File: src/design/sds_cfg.svh
// constants for the sigma-delta conversion sequencer
`ifndef SDS_CFG_SVH
`define SDS_CFG_SVH

`define SDS_NUM_CH       6
`define SDS_CH_W         3
`define SDS_RES_W        16
`define SDS_MOD_W        20
`define SDS_ADR_W        8
`define SDS_NUM_TRIG     4
`define SDS_IRQ_W        2

`define SDS_OFF_CSR      8'h00
`define SDS_OFF_CHSEL    8'h04
`define SDS_OFF_ISTAT    8'h08
`define SDS_OFF_IMASK    8'h0c
`define SDS_OFF_RES0     8'h10
`define SDS_RES_STRIDE   8'h04

`define SDS_CSR_GO       0
`define SDS_CSR_SCAN     1
`define SDS_CSR_TRG_LO   2
`define SDS_CSR_TRG_HI   3
`define SDS_CSR_IE       4
`define SDS_CSR_DMA      5
`define SDS_CSR_TRG_EN   6
`define SDS_CSR_END      7

`define SDS_IRQ_DONE     0
`define SDS_IRQ_ABORT    1

`define SDS_SAT_POS      16'h7fff
`define SDS_SAT_NEG      16'h8000

`endif

File: src/design/sds_pkg.sv
// types of the sigma-delta conversion sequencer
`include "sds_cfg.svh"

package sds_pkg;

	typedef enum logic [2:0] {
		SDS_IDLE  = 3'b001,
		SDS_START = 3'b010,
		SDS_CONV  = 3'b100
	} sds_state_t;

	typedef struct packed {
		sds_state_t                                       state;
		logic                                             go;
		logic                                             scan;
		logic [1:0]                                       trig_sel;
		logic                                             trig_en;
		logic                                             irq_en;
		logic                                             dma_en;
		logic                                             end_flag;
		logic [`SDS_NUM_CH-1:0]                           chan_sel;
		logic [`SDS_CH_W-1:0]                             chan;
		logic [`SDS_IRQ_W-1:0]                            irq_stat;
		logic [`SDS_IRQ_W-1:0]                            irq_mask;
		logic [`SDS_NUM_CH-1:0][`SDS_RES_W-1:0]           results;
		logic                                             ack;
		logic [31:0]                                      rdat;
		logic                                             mod_start;
		logic                                             mod_abort;
		logic                                             dma_req;
	} sds_regs_t;

endpackage

File: src/design/sds_saturate.sv
// clamps a wide signed modulator value to the stored result width
`timescale 1ns/1ns

module sds_saturate #(
	parameter int IN_W  = 20,
	parameter int OUT_W = 16
) (
	input  wire logic signed [IN_W-1:0]  value_i,
	output logic             [OUT_W-1:0] clamped_o
);

	localparam logic signed [IN_W-1:0] MAXV = {{(IN_W-OUT_W+1){1'b0}}, {(OUT_W-1){1'b1}}};
	localparam logic signed [IN_W-1:0] MINV = {{(IN_W-OUT_W+1){1'b1}}, {(OUT_W-1){1'b0}}};

	always_comb begin
		if (value_i > MAXV) begin
			clamped_o = MAXV[OUT_W-1:0];
		end else if (value_i < MINV) begin
			clamped_o = MINV[OUT_W-1:0];
		end else begin
			clamped_o = value_i[OUT_W-1:0];
		end
	end

endmodule

File: src/design/sds_chan_pick.sv
// finds the lowest selected channel, optionally above a given index
`timescale 1ns/1ns

module sds_chan_pick #(
	parameter int N  = 6,
	parameter int IW = 3
) (
	input  wire logic [N-1:0]  sel_i,
	input  wire logic          use_after_i,
	input  wire logic [IW-1:0] after_i,
	output logic               found_o,
	output logic [IW-1:0]      idx_o
);

	always_comb begin
		found_o = 1'b0;
		idx_o   = '0;
		for (int i = N - 1; i >= 0; i--) begin
			if (sel_i[i] && (!use_after_i || (i > int'(after_i)))) begin
				found_o = 1'b1;
				idx_o   = IW'(i);
			end
		end
	end

endmodule

File: src/design/sds_sequencer.sv
// conversion sequencer top: wishbone registers, channel stepping, irq and dma
//
// Implementation choices: the Wishbone slave port and the address map.
`timescale 1ns/1ns
`include "sds_cfg.svh"

module sds_sequencer (
	input  wire logic                         clk_i,
	input  wire logic                         sys_rst_i,
	input  wire logic                         wb_cyc_i,
	input  wire logic                         wb_stb_i,
	input  wire logic                         wb_we_i,
	input  wire logic [`SDS_ADR_W-1:0]        wb_adr_i,
	input  wire logic [3:0]                   wb_sel_i,
	input  wire logic [31:0]                  wb_dat_i,
	output logic      [31:0]                  wb_dat_o,
	output logic                              wb_ack_o,
	input  wire logic [`SDS_NUM_TRIG-1:0]     timer_trig_i,
	output logic                              mod_start_o,
	output logic                              mod_abort_o,
	output logic      [`SDS_CH_W-1:0]         mod_chan_o,
	input  wire logic                         mod_done_i,
	input  wire logic signed [`SDS_MOD_W-1:0] mod_result_i,
	output logic                              conv_done_irq_o,
	output logic                              dma_req_o,
	output logic                              irq_o
);

	sds_pkg::sds_regs_t r;
	sds_pkg::sds_regs_t next_r;

	logic                  low_found;
	logic [`SDS_CH_W-1:0]  low_idx;
	logic                  nxt_found;
	logic [`SDS_CH_W-1:0]  nxt_idx;
	logic [`SDS_RES_W-1:0] sat_value;

	sds_chan_pick #(
		.N  (`SDS_NUM_CH),
		.IW (`SDS_CH_W)
	) u_pick_low (
		.sel_i       (r.chan_sel),
		.use_after_i (1'b0),
		.after_i     (r.chan),
		.found_o     (low_found),
		.idx_o       (low_idx)
	);

	sds_chan_pick #(
		.N  (`SDS_NUM_CH),
		.IW (`SDS_CH_W)
	) u_pick_next (
		.sel_i       (r.chan_sel),
		.use_after_i (1'b1),
		.after_i     (r.chan),
		.found_o     (nxt_found),
		.idx_o       (nxt_idx)
	);

	sds_saturate #(
		.IN_W  (`SDS_MOD_W),
		.OUT_W (`SDS_RES_W)
	) u_sat (
		.value_i   (mod_result_i),
		.clamped_o (sat_value)
	);

	logic        bus_req;
	logic        bus_wr;
	logic        bus_rd;
	logic        trig_hit;
	logic [31:0] csr_value;

	assign bus_req = wb_cyc_i && wb_stb_i && !r.ack;
	assign bus_wr  = bus_req && wb_we_i && wb_sel_i[0];
	assign bus_rd  = bus_req && !wb_we_i;

	always_comb begin
		csr_value                  = '0;
		csr_value[`SDS_CSR_GO]     = r.go;
		csr_value[`SDS_CSR_SCAN]   = r.scan;
		csr_value[`SDS_CSR_TRG_LO] = r.trig_sel[0];
		csr_value[`SDS_CSR_TRG_HI] = r.trig_sel[1];
		csr_value[`SDS_CSR_IE]     = r.irq_en;
		csr_value[`SDS_CSR_DMA]    = r.dma_en;
		csr_value[`SDS_CSR_TRG_EN] = r.trig_en;
		csr_value[`SDS_CSR_END]    = r.end_flag;
	end

	assign trig_hit = r.trig_en && timer_trig_i[r.trig_sel];

	always_comb begin
		logic start_req;
		logic abort_req;
		logic pass_done;
		logic end_clr;
		start_req = 1'b0;
		abort_req = 1'b0;
		pass_done = 1'b0;
		end_clr   = 1'b0;
		next_r    = r;

		next_r.ack       = bus_req;
		next_r.mod_start = 1'b0;
		next_r.mod_abort = 1'b0;
		next_r.dma_req   = 1'b0;

		// read path; status clears on the read that returns it
		next_r.rdat = '0;
		if (bus_rd) begin
			case (wb_adr_i)
				`SDS_OFF_CSR: begin
					next_r.rdat = csr_value;
				end
				`SDS_OFF_CHSEL: begin
					next_r.rdat[`SDS_NUM_CH-1:0] = r.chan_sel;
				end
				`SDS_OFF_ISTAT: begin
					next_r.rdat[`SDS_IRQ_W-1:0] = r.irq_stat;
					next_r.irq_stat             = '0;
				end
				`SDS_OFF_IMASK: begin
					next_r.rdat[`SDS_IRQ_W-1:0] = r.irq_mask;
				end
				default: begin
					for (int i = 0; i < `SDS_NUM_CH; i++) begin
						if (wb_adr_i == `SDS_ADR_W'(`SDS_OFF_RES0 + i * `SDS_RES_STRIDE)) begin
							next_r.rdat[`SDS_RES_W-1:0] = r.results[i];
						end
					end
				end
			endcase
		end

		// write path
		if (bus_wr) begin
			case (wb_adr_i)
				`SDS_OFF_CSR: begin
					next_r.scan     = wb_dat_i[`SDS_CSR_SCAN];
					next_r.trig_sel = {wb_dat_i[`SDS_CSR_TRG_HI], wb_dat_i[`SDS_CSR_TRG_LO]};
					next_r.irq_en   = wb_dat_i[`SDS_CSR_IE];
					next_r.dma_en   = wb_dat_i[`SDS_CSR_DMA];
					next_r.trig_en  = wb_dat_i[`SDS_CSR_TRG_EN];
					end_clr = !wb_dat_i[`SDS_CSR_END];
					if (!wb_dat_i[`SDS_CSR_GO] && r.state != sds_pkg::SDS_IDLE) begin
						abort_req = 1'b1;
					end
					// writes to go in the wrong state are ignored
					if (wb_dat_i[`SDS_CSR_GO] && r.state == sds_pkg::SDS_IDLE) begin
						start_req = 1'b1;
					end
				end
				`SDS_OFF_CHSEL: begin
					next_r.chan_sel = wb_dat_i[`SDS_NUM_CH-1:0];
				end
				`SDS_OFF_IMASK: begin
					next_r.irq_mask = wb_dat_i[`SDS_IRQ_W-1:0];
				end
				default: begin
				end
			endcase
		end

		if (trig_hit && r.state == sds_pkg::SDS_IDLE) begin
			start_req = 1'b1;
		end

		if (end_clr) begin
			next_r.end_flag = 1'b0;
		end

		case (r.state)
			sds_pkg::SDS_IDLE: begin
				if (start_req && low_found) begin
					next_r.go    = 1'b1;
					next_r.chan  = low_idx;
					next_r.state = sds_pkg::SDS_START;
				end
			end
			sds_pkg::SDS_START: begin
				next_r.mod_start = 1'b1;
				next_r.state     = sds_pkg::SDS_CONV;
			end
			sds_pkg::SDS_CONV: begin
				if (mod_done_i) begin
					next_r.results[r.chan] = sat_value;
					if (nxt_found) begin
						next_r.chan  = nxt_idx;
						next_r.state = sds_pkg::SDS_START;
					end else begin
						pass_done = 1'b1;
						if (r.scan && low_found) begin
							next_r.chan  = low_idx;
							next_r.state = sds_pkg::SDS_START;
						end else begin
							next_r.go    = 1'b0;
							next_r.state = sds_pkg::SDS_IDLE;
						end
					end
				end
			end
			default: begin
				next_r.go    = 1'b0;
				next_r.state = sds_pkg::SDS_IDLE;
			end
		endcase

		// abort has priority over any completion in the same cycle
		if (abort_req) begin
			pass_done        = 1'b0;
			next_r.go        = 1'b0;
			next_r.mod_start = 1'b0;
			next_r.mod_abort = 1'b1;
			next_r.state     = sds_pkg::SDS_IDLE;
			next_r.irq_stat[`SDS_IRQ_ABORT] = 1'b1;
		end

		// only at end of a whole pass
		// set wins over clear, request repeats
		if (pass_done) begin
			next_r.end_flag = 1'b1;
			if (r.irq_en) begin
				next_r.irq_stat[`SDS_IRQ_DONE] = 1'b1;
			end
			next_r.dma_req = r.dma_en;
		end
	end

	always_ff @(posedge clk_i) begin
		if (sys_rst_i) begin
			r       <= '0;
			r.state <= sds_pkg::SDS_IDLE;
		end else begin
			r <= next_r;
		end
	end

	assign wb_ack_o        = r.ack;
	assign wb_dat_o        = r.rdat;
	assign mod_start_o     = r.mod_start;
	assign mod_abort_o     = r.mod_abort;
	assign mod_chan_o      = r.chan;
	assign dma_req_o       = r.dma_req;
	assign conv_done_irq_o = r.end_flag && r.irq_en;
	assign irq_o           = |(r.irq_stat & r.irq_mask);

endmodule

File: config.mk
export PLATFORM = sky130hd
export DESIGN_NAME = sds_sequencer
export DESIGN_NICKNAME = d
export VERILOG_FILES = /design/src/design/sds_pkg.sv /design/src/design/sds_saturate.sv /design/src/design/sds_chan_pick.sv /design/src/design/sds_sequencer.sv
export VERILOG_INCLUDE_DIRS = /design/src /design/src/design
export SDC_FILE = /design/constraint.sdc
export NUM_CORES = 1
export LEC_CHECK = 0
export BUFFER_PORTS_ARGS = -buffer_cell sky130_fd_sc_hd__buf_2
export CORE_ASPECT_RATIO = 0.9
export CORE_UTILIZATION = 60
export DETAILED_ROUTE_END_ITERATION = 7
export PLACE_DENSITY = 0.92
export REMOVE_ABC_BUFFERS = 1
export SYNTH_ARGS = -nofsm -noshare
export SYNTH_HDL_FRONTEND = slang
export SYNTH_SLANG_ARGS = --single-unit
File: constraint.sdc
create_clock -name clk_i -period 4.15 [get_ports clk_i]
set_input_delay 0.2075 -clock clk_i [delete_from_list [all_inputs] [get_ports clk_i]]
set_output_delay 0.2075 -clock clk_i [all_outputs]
set_load 0.02 [all_outputs]
## Word level (Yosys, flattened, before mapping)

Cells that the tools add are included.
W data, S select, Z words.

| storage, ports and cells | value |
|---|---|
| flip-flop bits (word level) | 156 |
| bits of input ports | 74 |
| output and inout bits | 41 |
| logic and storage cells | 171 |

| operators by class | value |
|---|---|
| $lt $le $gt $ge | 10 |
| equality and inequality tests | 18 |
| multiplexer cells | 73 |
| bitwise operators | 4 |
| reductions and logical operators | 41 |

Operator list:

| cell | count |
|---|---|
| $mux W16 | 9 |
| $bwmux W96 | 1 |
| $demux W16 S3 | 1 |
| $mux W3 | 15 |
| $mux W1 | 34 |
| $eq A8 B5 Y1 const B | 4 |
| $gt A20 B16 Y1 const B | 1 |
| $lt A20 B16 Y1 const B | 1 |
| $pmux W10 S2 | 1 |
| $logic_and A1 B1 Y1 | 18 |
| $eq A8 B4 Y1 const B | 2 |
| $eq A8 B6 Y1 const B | 2 |
| $pmux W4 S3 | 1 |
| $reduce_and A2 Y1 | 6 |
| $reduce_or A2 Y1 | 5 |
| $pmux W3 S3 | 1 |
| $eq A8 B3 Y1 const B | 1 |
| $logic_not A8 Y1 | 1 |
| $mux W2 | 4 |
| $mux W4 | 2 |
| $pmux W2 S4 | 1 |
| $reduce_bool A2 Y1 | 4 |
| $gt A2 B3 Y1 const A | 2 |
| $gt A3 B3 Y1 const A | 2 |
| other kinds (20) | 27 |

## Depth between registers and ports, before layout

| depth | value |
|---|---|
| word-level depth | 13 |
| gate-level depth with buffers | 8 |
| mapped depth without buffers | 5 |

## Modules after synthesis

A second synthesis with hierarchy kept.

| second synthesis, totals | value |
|---|---|
| cells, all modules | 882 |
| area, all modules | 7089.3 um^2 |

Modules (own cells, without submodules):

| module | instances | cells an instance | area an instance (um^2) | seq. area each (um^2) |
|---|---|---|---|---|
| sds_sequencer | 1 | 776 | 6323.6 | 2802.7 |
| sds_saturate | 1 | 60 | 470.5 | 0.0 |
| sds_chan_pick | 2 | 23 | 147.6 | 0.0 |

## Worst setup path after synthesis

OpenSTA, ideal clock, no wires.

| timing | value |
|---|---|
| path kind | register -> register |
| from | register r[140] in the netlist's numbering |
| to | register r, in the netlist mod_chan_o[0] |
| library setup time | 0.096 ns |
| arrival | 1.942 ns |
| required time | 4.054 ns |
| slack | 2.112 ns |
| stages on the path, launching flop included | 7 |
| buffers on the path | 1 |
| clock period less this slack | 2.038 ns |
| cell sequence | dfxtp_1 -> buf_2 -> nor4_1 -> a21oi_1 -> o31a_2 -> or4b_2 -> o41ai_2 |

| between the ends | value |
|---|---|
| longest elaborated chain between the ends | 6 |
| elaborated cells on any way between the ends | 17 |
| classes of those cells | eq/ne: 2; mux: 11; reduce/logical: 4 |

RTL lines:

| what | line | RTL |
|---|---|---|
| start: declaration | sds_sequencer.sv:29 | `sds_pkg::sds_regs_t r;` |
| start signal: assignment | sds_sequencer.sv:234 | `r <= next_r;` |
| $mux W3 (2 in series) | sds_chan_pick.sv:19 | `if (sel_i[i] && (!use_after_i \|\| (i > int'(after_i)))) begin` |
| $mux W3 | sds_sequencer.sv:192 | `if (r.scan && low_found) begin` |
| $mux W3 | sds_sequencer.sv:187 | `if (nxt_found) begin` |
| $mux W3 | sds_sequencer.sv:185 | `if (mod_done_i) begin` |
| $pmux W3 S2 | sds_sequencer.sv:172 | `case (r.state)` |

Several ways; a longest one is shown, not always the timed one. The select of a mux whose other input is x is not followed.
A chain may end at the register's enable or synchronous reset.

## Final worst setup path

| timing | value |
|---|---|
| from | register r[153] in the netlist's numbering |
| to | register r[97] in the netlist's numbering |

| between the ends | value |
|---|---|
| longest elaborated chain between the ends | 2 |

RTL lines:

| what | line |
|---|---|
| $eq A3 B3 Y1 | sds_sequencer.sv:172 |
| $reduce_and A2 Y1 (no line) | -- |

No other way between the ends.

==> summary by stage <==
Place
After legalization and detailed placement, the total HPWL measured 10480 um. Including well taps, the total number of placed cells is between 900 and 1000. The congestion estimate from routability-driven global placement came to between 0.9 and 1. The placed instances occupy a cell area of between 0.006 and 0.007 mm^2.

Buffers placed on the I/O ports in this run total 71.

STA
The final count of pins violating max slew came to 0. The hold violation total from the final report came to 0. Setup repair after global routing left no endpoint under its margin. The slew at the pin closest to its max-slew limit is roughly 1.3 ns.

The final-report setup violation count is 0. The smallest clock period supported by the final layout is computed as around 2.8 ns. Timing would allow up to ~350 MHz.

In the final timing run, aggregate negative setup slack is 0 ns. The worst path uses approximately 69% of the clock period. Measured against its own limit, the worst slew margin works out to a little under an eighth. On the final layout, the worst clock skew is ~0.0062 ns.

Floorplan
The floorplan die height is 100.4 um. The placement row count is 35. The floorplan step defined a core boundary enclosing slightly above 0.01 mm^2.

The die outline width is 111.3 um. The effective utilization at floorplan is ~62%. The number of placed I/O pins is roughly 120.

The die covers approximately 0.011 mm^2.

Clocking
Counting along the longest clock path gives a buffer depth of 2. The number of buffers inserted by hold repair at cts is 0. The total clock sinks is between 100 and 150. After clock tree synthesis, the repair step resized 0 gates. Once the clock tree was built, the setup fixing pass inserted 0 buffers. The total clock buffers created by CTS is 17. The clock tree synthesis step divided the H-tree into 4 levels.

The clock tree from TritonCTS is done. At the later pin of the worst-skew pair, clock insertion delay measures between 0.4 and 0.5 ns. After clock tree synthesis, the clock-pin slew on the worst setup and hold paths is 0.06 ns. The root buffer cell chosen for the clock tree is sky130_fd_sc_hd__clkbuf_16.

Yosys
The cell area after synthesis is between 0.006 and 0.007 mm^2. The number of warnings printed during yosys synthesis is 0. The share of cell area taken by muxes after synthesis is roughly 7.3%. Averaged over all synthesized cells, the footprint is 8.196 um^2. The number of cells produced by synthesis is about 790. The number of distinct library cells after synthesis is 63. The async set-reset flop share out of synthesis is 0%. Summing the areas of all xor and xnor instances in the mapped netlist gives 0% of the synthesized area. Summing the areas of all compound-gate instances in the mapped netlist gives between 10% and 20% of the synthesized area.

The sequential element share of the synthesized area is between 40% and 50%. After synthesis, the largest family of logic cells by area is simple AND/OR/NAND/NOR gates. The share of synthesized cell area in and, or, nand and nor gates is a little under a quarter.

The leading register cell type out of synthesis is sky130_fd_sc_hd__dfxtp_1. The number of synthesized flops with an enable pin is 0. The arithmetic-cell share of the synthesized area counting full adders, half adders and majority gates is 0%.

After synthesis the netlist holds a flip-flop and latch count of 140.

Routing
In this run, the number of DRC markers left after iteration 0 of detailed routing was between 700 and 800. The via total after detailed routing is between 5000 and 6000. The length of the first detailed-routing pass in iterations is 8.

For this run, design rule violations remaining after detail routing come to 20. After detailed routing, the number of vias per cell comes to roughly 6.3. The detailed-route wire length is between 15000 and 20000 um.

The routed wire length per instance is roughly 18 um. The number of nets still failing antenna checks after routing is 0.

Finish
The fraction of final layout cells with drive strength greater than 1 is roughly 16%. With fillers left out, the area of the finished cells amounts to 0.007199 mm^2. The layout overhead on the synthesized area is 11.62%. The most common cell after layout, fill and taps aside is sky130_fd_sc_hd__nand2_1. The number of cells in the finished layout apart from fillers is 951. Leaving out fill and tap cells, the most frequent cells in the layout are 165 x sky130_fd_sc_hd__nand2_1, 140 x sky130_fd_sc_hd__dfxtp_1, 80 x sky130_fd_sc_hd__a21oi_1. The number of inserted diodes is 0. After the last flow step, the layout net total stands at slightly below 900.

Status
The flow ran to the end, but the final reports show violations. The final reports fail on design-rule violations.

Job
The reported max-cap violation count is 0.

Global routing
The via count of the first global-routing pass is approximately 5500. The leftover overflow at the end of global routing is 0. Entering global routing, the biggest net connects 97 pins.

The wire length of the first global-routing pass is 27090 um. The overall fraction of global-route tracks in use is around 31%. The initial antenna violation count is 0.

Worst setup path
The reg2reg setup slack is about 1.3 ns. Data arrives at the worst endpoint at between 3 and 4 ns. Along the worst path, the maximum fanout reaches 16. STA puts the critical path data required time at between 4 and 5 ns. The critical setup path kind is reg2reg.

The endpoint type of the worst setup path is a flip-flop. The worst setup path is launched from a flip-flop.

Power and ir drop
The power per cell area is 422.8 mW/mm^2. In this run the static leakage power is between 0.002 and 0.003 uW. Overall power consumption after layout is estimated at just over 3000 uW. Across the VDD grid, the largest voltage drop is around 0.32 mV.

Hold path
The type of the tightest min-delay check is in2reg.
[state kept, by name, indices dropped and copies added, names as in the netlist]
register     flops
r              109
wb_dat_o        16
csr_value        8
mod_chan_o       3
dma_req_o        1
mod_abort_o      1
mod_start_o      1
wb_ack_o         1
[worst paths after layout]
path,startpoint,to,depth (start not counted)
worst max-delay path,r[153],r[97],5
worst min-delay path,wb_dat_i[6],csr_value[6],3
worst max register to register,r[153],r[97],5
worst min register to register,r[83],r[83],2
[worst max-delay path: stages (launching register included)]
cell and delay (ns):
sky130_fd_sc_hd__dfxtp_1 0.41, sky130_fd_sc_hd__nand4bb_1 0.40, sky130_fd_sc_hd__nor2_1 0.32, sky130_fd_sc_hd__nand3_1 0.94, sky130_fd_sc_hd__mux2i_1 0.54, sky130_fd_sc_hd__nor2_1 0.08
[cells by family (layout without fill, tap and decap cells)]
kind of cell / after synthesis / in the layout
AOI/OAI and AO/OA: 186 / 186
buffers and inverters: 93 / 113
other: 1 / 16
DFF: 140 / 140
muxes: 45 / 45
and+or+nand+nor: 322 / 322
[synth_stat cells, drive strengths merged (6+ instances only)]
cell | number | area (um^2)
and3 | 6 | 37.54
clkbuf | 40 | 160.1
inv | 7 | 26.28
nand2 | 165 | 619.3
nand2b | 9 | 56.30
o22ai | 19 | 118.9
a21oi | 81 | 416.7
mux2i | 42 | 420.4
o21ai | 17 | 85.08
nor4 | 9 | 71.32
dfxtp | 140 | 2803
buf | 46 | 317.8
a222oi | 12 | 120.1
o31ai | 7 | 52.55
nor2 | 79 | 299.0
o21a | 16 | 120.1
a221oi | 11 | 102.6
nand3 | 7 | 35.03
nor3 | 15 | 75.07
[layout make-up]
class                      count  area [um^2]
clock inverter                12        162.7
inverter                       7        26.28
fill                         756         3136
sequential                   140         2803
clock buffer                  18        439.2
multi-input combinational    569         3212
tap                          129        161.4
timing repair buffer          76        395.4
[where the power goes]
| part | internal (uW) | switching (uW) |
|---|---|---|
| clock | 963 | 595 |
| sequential | 1340 | 0.166 |
| combinational | 39.5 | 103 |
[through the flow]
stage          utilization, %  worst slack, ns  hold slack (ns)
2_1_floorplan               -            1.875           0.2737
3_3_place_gp            63.84            1.605           0.4415
3_5_place_dp            63.84            1.534           0.4464
4_1_cts                 69.66            1.433          0.02030
5_1_grt                 69.66            1.240          0.02061
6_report                69.66            1.304          0.02567
[per-layer routing]
| metal | part of all wire [%] | up-vias | track usage (%) |
|---|---|---|---|
| met5 | 0 | - | 0 |
| met3 | 12 | 58 | 9.118 |
| met4 | 2.6 | 0 | 14.03 |
| li1 | - | 2761 | - |
| met2 | 46 | 369 | 49.04 |
| met1 | 39 | 2771 | 39.76 |
Power figures use the tool's default switching activity.
